## src/shared/gdsc_pkg.sv

```systemverilog
package gdsc_pkg;
  localparam int CLK_PERIOD_NS = 5;
  localparam int CLAMP_NS_PER_UNIT = 18;
  localparam int CLAMP_OFFSET_TENTHS = 55;
  localparam int CLAMP_MIN_NS = 200;
  localparam int CLAMP_MIN_CYC = (CLAMP_MIN_NS + CLK_PERIOD_NS - 1) / CLK_PERIOD_NS;
  localparam int FLT_UNIT_NS = 500;
  localparam int FLT_MIN_US = 10;
  localparam int FLT_MAX_MS = 500;
  localparam int FLT_UNIT_CYC = FLT_UNIT_NS / CLK_PERIOD_NS;
  localparam int FLT_MIN_UNITS = (FLT_MIN_US * 1000) / FLT_UNIT_NS;
  localparam int FLT_MAX_UNITS = (FLT_MAX_MS * 1000000) / FLT_UNIT_NS;
  localparam int FLT_CNT_W = 27;
  localparam int CARRIER_HALF_CYC = 5;
  localparam int RX_GAP_CYC = 16;
  localparam logic [7:0] ADDR_CTRL = 8'h00;
  localparam logic [7:0] ADDR_CLAMP = 8'h04;
  localparam logic [7:0] ADDR_FLT = 8'h08;
  localparam logic [7:0] ADDR_STATUS = 8'h0C;
  localparam logic [7:0] ADDR_ISTAT = 8'h10;
  localparam logic [7:0] ADDR_IMASK = 8'h14;
  localparam int CTRL_OT_EN_BIT = 0;
  localparam logic [7:0] CLAMP_SET_RST = 8'h06;
  localparam logic [19:0] FLT_SET_RST = 20'h00014;
  localparam int EV_FAULT_BIT = 0;
  localparam int EV_BOOT_BIT = 1;
  localparam int EV_CLAMP_BIT = 2;
  localparam logic [1:0] RESP_OKAY = 2'h0;
  localparam logic [1:0] RESP_SLVERR = 2'h2;
  typedef enum logic [5:0] {
    ST_START = 6'h01,
    ST_BOOT = 6'h02,
    ST_WAIT_EDGE = 6'h04,
    ST_RUN = 6'h08,
    ST_HOLD = 6'h10,
    ST_WAIT_CLR = 6'h20
  } gdsc_state_e;
endpackage

```

## src/rtl/gdsc_ook.sv

```systemverilog
`timescale 1ns/1ps
module gdsc_ook #(
  parameter int HALF_CYC = gdsc_pkg::CARRIER_HALF_CYC,
  parameter int GAP_CYC = gdsc_pkg::RX_GAP_CYC
) (
  input wire logic clk_sys_i,
  input wire logic reset_n_i,
  input wire logic tx_en_i,
  input wire logic rx_pos_i,
  input wire logic rx_neg_i,
  output logic tx_pos_o,
  output logic tx_neg_o,
  output logic cmd_o
);
  typedef struct packed {
    logic [7:0] div;
    logic phase;
    logic tx_p;
    logic tx_n;
    logic [1:0] sy1;
    logic [1:0] sy2;
    logic diff_prev;
    logic [7:0] gap;
    logic cmd;
  } gdsc_ook_s;
  gdsc_ook_s s_r, s_nxt;
  logic diff;
  assign diff = s_r.sy2[1] & ~s_r.sy2[0];
  always_comb begin
    s_nxt = s_r;
    if (s_r.div == 8'(HALF_CYC - 1)) begin
      s_nxt.div = 8'h00;
      s_nxt.phase = ~s_r.phase;
    end else begin
      s_nxt.div = s_r.div + 8'h01;
    end
    // Complementary carrier, both low when keyed off
    s_nxt.tx_p = tx_en_i & s_r.phase;
    s_nxt.tx_n = tx_en_i & ~s_r.phase;
    s_nxt.sy1 = {rx_pos_i, rx_neg_i};
    s_nxt.sy2 = s_r.sy1;
    s_nxt.diff_prev = diff;
    // Carrier present while edges keep coming
    if (diff != s_r.diff_prev) begin
      s_nxt.gap = 8'h00;
    end else if (s_r.gap != 8'(GAP_CYC)) begin
      s_nxt.gap = s_r.gap + 8'h01;
    end
    s_nxt.cmd = (s_nxt.gap != 8'(GAP_CYC));
  end
  always_ff @(posedge clk_sys_i) begin
    if (!reset_n_i) begin
      s_r <= '0;
      s_r.gap <= 8'(GAP_CYC);
    end else begin
      s_r <= s_nxt;
    end
  end
  assign tx_pos_o = s_r.tx_p;
  assign tx_neg_o = s_r.tx_n;
  assign cmd_o = s_r.cmd;
endmodule // gdsc_ook

```

## src/rtl/gdsc_top.sv

```systemverilog
`timescale 1ns/1ps
// Contract
// - Select pin low picks transformer link, high picks digital pins; only that mode acts.
// - Digital fault pins: 1/0 no fault, 0/1 fault, 0/0 during start-up.
// - Modulated mode sends carrier only with no fault; none in fault or start-up.
// - Fault status keys an internal carrier onto two complementary transmit outputs.
// - Receiver demodulates the incoming differential pair into the PWM command.
// - Fault while command high turns output off through the graceful-off switch.
// - Clamp output drives an external transistor holding the gate at negative rail.
// - Clamp delay is 18 ns per setting unit plus 5.5 units offset.
// - Clamp delay never below 200 ns.
// - Start-up runs the fault timer with output off so bootstrap capacitors charge.
// - A command held high keeps the upper driver on indefinitely.
// - Undervoltage, power-good, desaturation and optional overtemperature merge into one fault.
// - Combined fault is latched for the fault-timer period, output held off.
// - After the latch period with fault gone, resume on next command rising edge.
module gdsc_top #(
  parameter int ADDR_W = 8,
  parameter int FLT_UNIT_CYC = gdsc_pkg::FLT_UNIT_CYC
) (
  input wire logic clk_sys_i,
  input wire logic reset_n_i,
  input wire logic interface_select_i,
  input wire logic pwm_digital_i,
  input wire logic rx_pos_i,
  input wire logic rx_neg_i,
  input wire logic uvlo_fault_i,
  input wire logic power_good_i,
  input wire logic desat_fault_i,
  input wire logic overtemp_fault_i,
  output logic fault_out_pos_o,
  output logic fault_out_neg_o,
  output logic upper_driver_o,
  output logic lower_driver_o,
  output logic graceful_off_switch_o,
  output logic clamp_drive_out_o,
  output logic irq_o,
  input wire logic [ADDR_W-1:0] s_axi_awaddr,
  input wire logic s_axi_awvalid,
  output logic s_axi_awready,
  input wire logic [31:0] s_axi_wdata,
  input wire logic [3:0] s_axi_wstrb,
  input wire logic s_axi_wvalid,
  output logic s_axi_wready,
  output logic [1:0] s_axi_bresp,
  output logic s_axi_bvalid,
  input wire logic s_axi_bready,
  input wire logic [ADDR_W-1:0] s_axi_araddr,
  input wire logic s_axi_arvalid,
  output logic s_axi_arready,
  output logic [31:0] s_axi_rdata,
  output logic [1:0] s_axi_rresp,
  output logic s_axi_rvalid,
  input wire logic s_axi_rready
);
  typedef struct packed {
    gdsc_pkg::gdsc_state_e st;
    logic [5:0] sy1;
    logic [5:0] sy2;
    logic cmd_prev;
    logic graceful_off_switch;
    logic [15:0] clamp_cnt;
    logic [gdsc_pkg::FLT_CNT_W-1:0] flt_cnt;
    logic ot_en;
    logic [7:0] clamp_set;
    logic [19:0] flt_set;
    logic [2:0] ist;
    logic [2:0] imask;
    logic aw_held;
    logic [ADDR_W-1:0] awaddr;
    logic w_held;
    logic [31:0] wdata;
    logic [3:0] wstrb;
    logic awready;
    logic wready;
    logic bvalid;
    logic [1:0] bresp;
    logic arready;
    logic rvalid;
    logic [31:0] rdata;
    logic [1:0] rresp;
    logic up;
    logic lo;
    logic ssd_o;
    logic clamp_o;
    logic fpos;
    logic fneg;
    logic tx_en;
    logic irq;
  } gdsc_top_s;
  gdsc_top_s s_r, s_nxt;

  function automatic logic [15:0] clamp_cycles(input logic [7:0] set);
    int tenths_ns;
    int cyc;
    tenths_ns = gdsc_pkg::CLAMP_NS_PER_UNIT * (10 * int'(set) + gdsc_pkg::CLAMP_OFFSET_TENTHS);
    cyc = (tenths_ns + 10 * gdsc_pkg::CLK_PERIOD_NS - 1) / (10 * gdsc_pkg::CLK_PERIOD_NS);
    if (cyc < gdsc_pkg::CLAMP_MIN_CYC) begin
      cyc = gdsc_pkg::CLAMP_MIN_CYC;
    end
    return 16'(cyc);
  endfunction

  function automatic logic [gdsc_pkg::FLT_CNT_W-1:0] flt_cycles(input logic [19:0] units);
    int u;
    u = int'(units);
    if (u < gdsc_pkg::FLT_MIN_UNITS) begin
      u = gdsc_pkg::FLT_MIN_UNITS;
    end
    if (u > gdsc_pkg::FLT_MAX_UNITS) begin
      u = gdsc_pkg::FLT_MAX_UNITS;
    end
    return gdsc_pkg::FLT_CNT_W'(u * FLT_UNIT_CYC - 1);
  endfunction

  function automatic logic [31:0] merge(input logic [31:0] old, input logic [31:0] d, input logic [3:0] be);
    logic [31:0] r;
    r = old;
    for (int i = 0; i < 4; i++) begin
      if (be[i]) begin
        r[8*i +: 8] = d[8*i +: 8];
      end
    end
    return r;
  endfunction

  logic demod_cmd, mod_p, mod_n, sel, fault, cmd, rise, startup, faulted;
  logic [15:0] ccyc;
  assign sel = s_r.sy2[5];
  // Merged fault, overtemperature only when enabled
  assign fault = s_r.sy2[3] | ~s_r.sy2[2] | s_r.sy2[1] | (s_r.sy2[0] & s_r.ot_en);
  // Only the selected interface feeds the data path
  assign cmd = sel ? s_r.sy2[4] : demod_cmd;
  assign rise = cmd & ~s_r.cmd_prev;
  assign ccyc = clamp_cycles(s_r.clamp_set);
  assign startup = (s_r.st == gdsc_pkg::ST_START) || (s_r.st == gdsc_pkg::ST_BOOT);
  assign faulted = (s_r.st == gdsc_pkg::ST_HOLD) || (s_r.st == gdsc_pkg::ST_WAIT_CLR);

  gdsc_ook u_ook (
    .clk_sys_i(clk_sys_i),
    .reset_n_i(reset_n_i),
    .tx_en_i(s_r.tx_en),
    .rx_pos_i(rx_pos_i),
    .rx_neg_i(rx_neg_i),
    .tx_pos_o(mod_p),
    .tx_neg_o(mod_n),
    .cmd_o(demod_cmd)
  );

  always_comb begin
    logic [2:0] ev;
    logic [2:0] clr;
    logic [31:0] wd;
    logic nofault_n, fault_n, start_n;
    ev = 3'h0;
    clr = 3'h0;
    wd = 32'h0;
    nofault_n = 1'b0;
    fault_n = 1'b0;
    start_n = 1'b0;
    s_nxt = s_r;
    s_nxt.sy1 = {interface_select_i, pwm_digital_i, uvlo_fault_i, power_good_i, desat_fault_i, overtemp_fault_i};
    s_nxt.sy2 = s_r.sy1;
    s_nxt.cmd_prev = cmd;
    if (s_r.flt_cnt != '0) begin
      s_nxt.flt_cnt = s_r.flt_cnt - 1'b1;
    end
    case (s_r.st)
      gdsc_pkg::ST_START: begin
        if (!fault) begin
          s_nxt.st = gdsc_pkg::ST_BOOT;
          s_nxt.flt_cnt = flt_cycles(s_r.flt_set);
        end
      end
      gdsc_pkg::ST_BOOT: begin
        if (fault) begin
          s_nxt.st = gdsc_pkg::ST_START;
        end else if (s_r.flt_cnt == '0) begin
          s_nxt.st = gdsc_pkg::ST_WAIT_EDGE;
          ev[gdsc_pkg::EV_BOOT_BIT] = 1'b1;
        end
      end
      gdsc_pkg::ST_WAIT_EDGE, gdsc_pkg::ST_RUN: begin
        if (fault) begin
          // Graceful off only when the output was on
          s_nxt.st = gdsc_pkg::ST_HOLD;
          s_nxt.graceful_off_switch = (s_r.st == gdsc_pkg::ST_RUN) && cmd;
          s_nxt.flt_cnt = flt_cycles(s_r.flt_set);
          ev[gdsc_pkg::EV_FAULT_BIT] = 1'b1;
        end else if (rise) begin
          s_nxt.st = gdsc_pkg::ST_RUN;
        end
      end
      gdsc_pkg::ST_HOLD: begin
        if (s_r.flt_cnt == '0) begin
          s_nxt.st = fault ? gdsc_pkg::ST_WAIT_CLR : gdsc_pkg::ST_WAIT_EDGE;
          s_nxt.graceful_off_switch = fault & s_r.graceful_off_switch;
        end
      end
      gdsc_pkg::ST_WAIT_CLR: begin
        if (!fault) begin
          s_nxt.st = gdsc_pkg::ST_WAIT_EDGE;
          s_nxt.graceful_off_switch = 1'b0;
        end
      end
      default: begin
        s_nxt.st = gdsc_pkg::ST_START;
      end
    endcase
    // Clamp delay counts from the command falling edge
    if (s_nxt.st != gdsc_pkg::ST_RUN || cmd) begin
      s_nxt.clamp_cnt = 16'h0000;
    end else if (s_r.clamp_cnt < ccyc) begin
      s_nxt.clamp_cnt = s_r.clamp_cnt + 16'h0001;
    end
    s_nxt.clamp_o = (s_nxt.st == gdsc_pkg::ST_RUN) && !cmd && (s_nxt.clamp_cnt >= ccyc);
    if (s_nxt.clamp_o && !s_r.clamp_o) begin
      ev[gdsc_pkg::EV_CLAMP_BIT] = 1'b1;
    end
    start_n = (s_nxt.st == gdsc_pkg::ST_START) || (s_nxt.st == gdsc_pkg::ST_BOOT);
    fault_n = (s_nxt.st == gdsc_pkg::ST_HOLD) || (s_nxt.st == gdsc_pkg::ST_WAIT_CLR);
    nofault_n = !start_n && !fault_n;
    // Full duty is simply a command that never falls
    s_nxt.up = (s_nxt.st == gdsc_pkg::ST_RUN) && cmd;
    s_nxt.ssd_o = start_n || (fault_n && s_nxt.graceful_off_switch);
    s_nxt.lo = !s_nxt.up && !s_nxt.ssd_o;
    s_nxt.tx_en = !sel && nofault_n;
    // Modulator output is retimed so both pins leave flops
    s_nxt.fpos = sel ? nofault_n : mod_p;
    s_nxt.fneg = sel ? fault_n : mod_n;
    if (s_axi_awvalid && s_r.awready) begin
      s_nxt.aw_held = 1'b1;
      s_nxt.awaddr = s_axi_awaddr;
    end
    if (s_axi_wvalid && s_r.wready) begin
      s_nxt.w_held = 1'b1;
      s_nxt.wdata = s_axi_wdata;
      s_nxt.wstrb = s_axi_wstrb;
    end
    if (s_r.bvalid && s_axi_bready) begin
      s_nxt.bvalid = 1'b0;
    end
    if (s_nxt.aw_held && s_nxt.w_held && !s_nxt.bvalid) begin
      s_nxt.aw_held = 1'b0;
      s_nxt.w_held = 1'b0;
      s_nxt.bvalid = 1'b1;
      s_nxt.bresp = gdsc_pkg::RESP_OKAY;
      case (8'(s_nxt.awaddr))
        gdsc_pkg::ADDR_CTRL: begin
          wd = merge({31'h0, s_r.ot_en}, s_nxt.wdata, s_nxt.wstrb);
          s_nxt.ot_en = wd[gdsc_pkg::CTRL_OT_EN_BIT];
        end
        gdsc_pkg::ADDR_CLAMP: begin
          wd = merge({24'h0, s_r.clamp_set}, s_nxt.wdata, s_nxt.wstrb);
          s_nxt.clamp_set = wd[7:0];
        end
        gdsc_pkg::ADDR_FLT: begin
          wd = merge({12'h0, s_r.flt_set}, s_nxt.wdata, s_nxt.wstrb);
          s_nxt.flt_set = wd[19:0];
        end
        gdsc_pkg::ADDR_STATUS: begin
        end
        gdsc_pkg::ADDR_ISTAT: begin
          wd = merge(32'h0, s_nxt.wdata, s_nxt.wstrb);
          clr = wd[2:0];
        end
        gdsc_pkg::ADDR_IMASK: begin
          wd = merge({29'h0, s_r.imask}, s_nxt.wdata, s_nxt.wstrb);
          s_nxt.imask = wd[2:0];
        end
        default: begin
          s_nxt.bresp = gdsc_pkg::RESP_SLVERR;
        end
      endcase
    end
    s_nxt.awready = !s_nxt.aw_held && !s_nxt.bvalid;
    s_nxt.wready = !s_nxt.w_held && !s_nxt.bvalid;
    if (s_r.rvalid && s_axi_rready) begin
      s_nxt.rvalid = 1'b0;
    end
    if (s_axi_arvalid && s_r.arready) begin
      s_nxt.rvalid = 1'b1;
      s_nxt.rresp = gdsc_pkg::RESP_OKAY;
      case (8'(s_axi_araddr))
        gdsc_pkg::ADDR_CTRL: s_nxt.rdata = {31'h0, s_r.ot_en};
        gdsc_pkg::ADDR_CLAMP: s_nxt.rdata = {24'h0, s_r.clamp_set};
        gdsc_pkg::ADDR_FLT: s_nxt.rdata = {12'h0, s_r.flt_set};
        gdsc_pkg::ADDR_STATUS: s_nxt.rdata = {21'h0, cmd, fault, sel, s_r.clamp_o, s_r.up, s_r.st};
        gdsc_pkg::ADDR_ISTAT: s_nxt.rdata = {29'h0, s_r.ist};
        gdsc_pkg::ADDR_IMASK: s_nxt.rdata = {29'h0, s_r.imask};
        default: begin
          s_nxt.rdata = 32'h0;
          s_nxt.rresp = gdsc_pkg::RESP_SLVERR;
        end
      endcase
    end
    s_nxt.arready = !s_nxt.rvalid;
    // New event beats a same-cycle clear
    s_nxt.ist = (s_r.ist & ~clr) | ev;
    s_nxt.irq = |(s_nxt.ist & s_nxt.imask);
  end

  always_ff @(posedge clk_sys_i) begin
    if (!reset_n_i) begin
      s_r <= '0;
      s_r.st <= gdsc_pkg::ST_START;
      s_r.sy1[2] <= 1'b0;
      s_r.clamp_set <= gdsc_pkg::CLAMP_SET_RST;
      s_r.flt_set <= gdsc_pkg::FLT_SET_RST;
      s_r.ssd_o <= 1'b1;
    end else begin
      s_r <= s_nxt;
    end
  end

  assign fault_out_pos_o = s_r.fpos;
  assign fault_out_neg_o = s_r.fneg;
  assign upper_driver_o = s_r.up;
  assign lower_driver_o = s_r.lo;
  assign graceful_off_switch_o = s_r.ssd_o;
  assign clamp_drive_out_o = s_r.clamp_o;
  assign irq_o = s_r.irq;
  assign s_axi_awready = s_r.awready;
  assign s_axi_wready = s_r.wready;
  assign s_axi_bresp = s_r.bresp;
  assign s_axi_bvalid = s_r.bvalid;
  assign s_axi_arready = s_r.arready;
  assign s_axi_rdata = s_r.rdata;
  assign s_axi_rresp = s_r.rresp;
  assign s_axi_rvalid = s_r.rvalid;
endmodule // gdsc_top

```

## config.mk

```make
export PLATFORM = sky130hd
export DESIGN_NAME = gdsc_top
export DESIGN_NICKNAME = d
export VERILOG_FILES = /design/src/shared/gdsc_pkg.sv /design/src/rtl/gdsc_ook.sv /design/src/rtl/gdsc_top.sv
export SDC_FILE = /design/constraint.sdc
export NUM_CORES = 1
export LEC_CHECK = 0
export ABC_CLOCK_PERIOD_IN_PS = 20700
export CORE_MARGIN = 2
export CORE_UTILIZATION = 65
export DETAILED_ROUTE_END_ITERATION = 12
export DONT_BUFFER_PORTS = 1
export PLACE_DENSITY = 0.78
export SYNTH_ARGS = -nofsm -noshare
export SYNTH_HDL_FRONTEND = slang
export SYNTH_HIERARCHICAL = 1
export SYNTH_SLANG_ARGS = --single-unit
```

## constraint.sdc

```tcl
create_clock -name clk_sys_i -period 20.7 [get_ports clk_sys_i]
set_clock_uncertainty 0.1 [all_clocks]
set_input_delay 1.035 -clock clk_sys_i [delete_from_list [all_inputs] [get_ports clk_sys_i]]
set_output_delay 1.035 -clock clk_sys_i [all_outputs]
set_load 0.1 [all_outputs]
```

==> summary.md <==
| Metric | Value |
|---|---|
| Synth Area in Compound Gates | 0.2173 |
| CTS Buf Count | 17 |
| Most frequent cells in the layout | 258 x nor2_1, 191 x dfxtp_1, 167 x nand2_1 |
| Critical path arrival | 19,080 ps |
| Post-Route WL | 39.33 mm |
| Xor/xnor share of the synthesized area | 0.08721 |
| Largest family of logic cells by synthesized area | simple AND/OR/NAND/NOR gates |
| CP max stage cell | nor2_1 |
| Setup Viol. Count Final | 0 |
| Yosys reg bits | 191 |
| Final net count | 2,217 |
| Synthesized area per cell | 8.014 um2 |
| Routed vias | 14,620 |
| DRC Markers | 0 |
| Crit path kind | reg -> reg |
| Layout cells sized above 1 | 0.06756 |
| Post-synth EDFFs | 0 |
| Fin area | 17,180 um2 |
| Post-route insts no fill | 2,343 |
| Critical Path Max Stage Delay | 590 ps |
| Die Y | 163.9 um |
| Dpl cells | 2,311 |
| Critical Path Fanout Max | 12 |
| P per Cell Area | 105.1 nW/um2 |
| Clk slew on worst S/H paths | 80 ps |
| Req. time, crit path | 20,930 ps |
| MaxCap Viol Count | 0 |
| Syn. warnings | 6 |
| Number of global-route vias before repair | 13,700 |
| Synth cell types | 125 |
| CTS-repair resized insts | 0 |
| CTS sink cnt | 191 |
| Chip Width | 163.9 um |
| Largest net degree at the start of global routing | 83 |
| Clock root cell | clkbuf_16 |
| Initial Utilization | 0.6603 |
| Clock Latency Late Sink | 440 ps |
| Critical path launch point type | flip-flop |
| Ant. Diodes | 0 |
| Hold Fails Final Rpt | 0 |
| Port bufs | 0 |
| Die area | 26,880 um2 |
| Fillers | 2,063 |
| Placeable Area | 25,180 um2 |
| Initial antenna violation count | 0 |
| Mux contribution to synthesized area | 0.04462 |
| Async S/R FF share, synth | 0 |
| Placed Instance Area | 16,520 um2 |
| First-pass GRT wire length | 65.96 mm |
| Rows | 58 |
| Final setup TNS | 0 ps |
| Final min period | 18,850 ps |
| RePlAce Congestion | 0.8996 |
| Worst slew margin | 0.2081 |
| Io pins | 115 |
| Layout area overhead | 3.333% |
| Post-synthesis adder-cell area fraction | 0.1216 |
| Syn Inst Count | 2,075 |
| Worst-Margin Slew | 1186 ps |
| Fmax | 53.05 MHz |
| Most common cell after layout, fill and taps aside | nor2_1 |
| Drt wl/cell | 16.79 um |
| Initial DRC count | 1,039 |
| Remaining Overflow, GRT | 0 |
| Status | completed |
| GRT Overall Usage | 0.2942 |
| Maximum VDD drop | 0.0001866 V |
| RSZ-0062 raised after global routing | false |
| Slew Viols, Final | 0 |
| Synth Area in Simple Gates | 0.2360 |
| Post-CTS Setup Repair Bufs | 0 |
| Cell Area, Synth | 16,630 um2 |
| Via/cell ratio | 6.238 |
| HP Class | reg -> reg |
| Cell repeated most along the worst path | a21oi_1 |
| CTS hold repair buffers | 0 |
| CTS tree | built |
| Post-DP HPWL | 29.78 mm |
| Final worst-path cycle share | 0.9107 |
| DR pass1 iterations | 5 |
| H-tree depth | 4 |
| Clock buffer depth | 2 |
| Pleak | 7.417 nW |
| Post-synth top flop | dfxtp_1 |
| Crit end category | flip-flop |
| Routed Antenna Nets | 0 |
| Sequential cell area fraction in the yosys report | 0.2299 |
-- registers in the layout, indices dropped and copies added (netlist names), 2 cells and up --
name / count
s_nxt: 6
s_axi_rdata: 20
s_r: 126
u_ook/s_r: 20
u_ook/s_nxt: 2
-- report_power, final --
group / internal (W) / total, W / leakage, nW / switching, W
clock network: 0.000173 / 0.000359 / 0.316 / 0.000186
registers: 0.000397 / 0.000433 / 1.55 / 0.0000363
logic: 0.000396 / 0.00101 / 5.55 / 0.000618
total: 0.000966 / 0.00181 / 7.42 / 0.000840
-- layer usage --
metal  global-route usage  up-vias  wire [um]
li1                     -     7264          -
met1               0.4102     6935      18660
met2               0.4801      364      18090
met3              0.03081       52       1675
met4              0.09091        0        909
met5                    0        -          0
-- cell type report --
type | count | area [um2] | share of cell area
repair buffers | 6 | 45.04 | 0.002621
inverters | 104 | 391.6 | 0.02279
clock buffers | 17 | 425.4 | 0.02476
clock inverters | 15 | 229.0 | 0.01333
well taps | 330 | 412.9 | 0.02403
multi-input cells | 1680 | 11860 | 0.6899
flip-flops and latches | 191 | 3824 | 0.2225
-- final timing paths --
| path | from | slack [ps] | cells after the start | end |
|---|---|---|---|---|
| worst max-delay path | s_r[122]$_SDFFE_PN1P_ | 1850 | 75 | irq_o$_SDFF_PN0_ |
| worst min-delay path | s_nxt[176]$_SDFF_PN0_ | 340 | 1 | s_r[176]$_SDFF_PN0_ |
| worst max register to register | s_r[122]$_SDFFE_PN1P_ | 1850 | 75 | irq_o$_SDFF_PN0_ |
| worst min register to register | s_nxt[176]$_SDFF_PN0_ | 340 | 1 | s_r[176]$_SDFF_PN0_ |
-- metrics by stage --
step | hold slack [ps] | power, W | util | setup slack (ps)
after floorplan | 305.4 | 0.001282 | - | 5232
after global placement | 313.5 | 0.001411 | 0.6562 | 2323
after detailed placement | 319.1 | 0.001434 | 0.6562 | 1953
after CTS | 339.1 | 0.001796 | 0.6822 | 1676
after global routing | 355.9 | 0.001943 | 0.6824 | 366.0
final | 337.8 | 0.001806 | 0.6824 | 1848
-- cell families after synthesis --
| logic type | after synthesis |
|---|---|
| AO/OA/AOI/OAI | 494 |
| adder cells (fa/ha/maj) | 151 |
| flip-flops | 191 |
| buffers and inverters | 221 |
| XOR/XNOR | 155 |
| AND/OR/NAND/NOR | 791 |
| multiplexers | 70 |
| other | 2 |
-- cells in the mapped netlist, types with 15 or more instances --
| cell | n | area share |
|---|---|---|
| nor2_1 | 258 | 0.058 |
| dfxtp_1 | 191 | 0.23 |
| nand2_1 | 167 | 0.038 |
| ha_1 | 132 | 0.099 |
| a21oi_1 | 122 | 0.037 |
| inv_1 | 101 | 0.023 |
| xnor2_1 | 81 | 0.043 |
| o21ai_0 | 68 | 0.020 |
| xor2_1 | 65 | 0.034 |
| nand3_1 | 63 | 0.019 |
| clkbuf_1 | 53 | 0.012 |
| mux2i_1 | 51 | 0.031 |
| and2_1 | 48 | 0.018 |
| nor3_1 | 48 | 0.014 |
| a211oi_1 | 42 | 0.019 |
| buf_4 | 41 | 0.019 |
| and3_1 | 27 | 0.010 |
| nand2b_1 | 24 | 0.0090 |
| o211ai_1 | 23 | 0.010 |
| nand4_1 | 21 | 0.0079 |
| or3_1 | 21 | 0.0079 |
| a21o_1 | 18 | 0.0081 |
| fa_1 | 18 | 0.022 |
| a31oi_1 | 17 | 0.0064 |
| mux2_2 | 16 | 0.011 |
| nor2b_1 | 16 | 0.0060 |
| nor4_1 | 16 | 0.0060 |
| o21a_1 | 16 | 0.0072 |
| a22oi_1 | 15 | 0.0068 |
-- critical path: cells and delay by family, from the launching register on --
family	cells	cell delay [ps]
simple gates	27	6280
xor+xnor	2	340
fa+ha+maj	6	1810
compound gates	38	9000
mux	2	690
flops	1	520
Power figures use the tool's default switching activity.
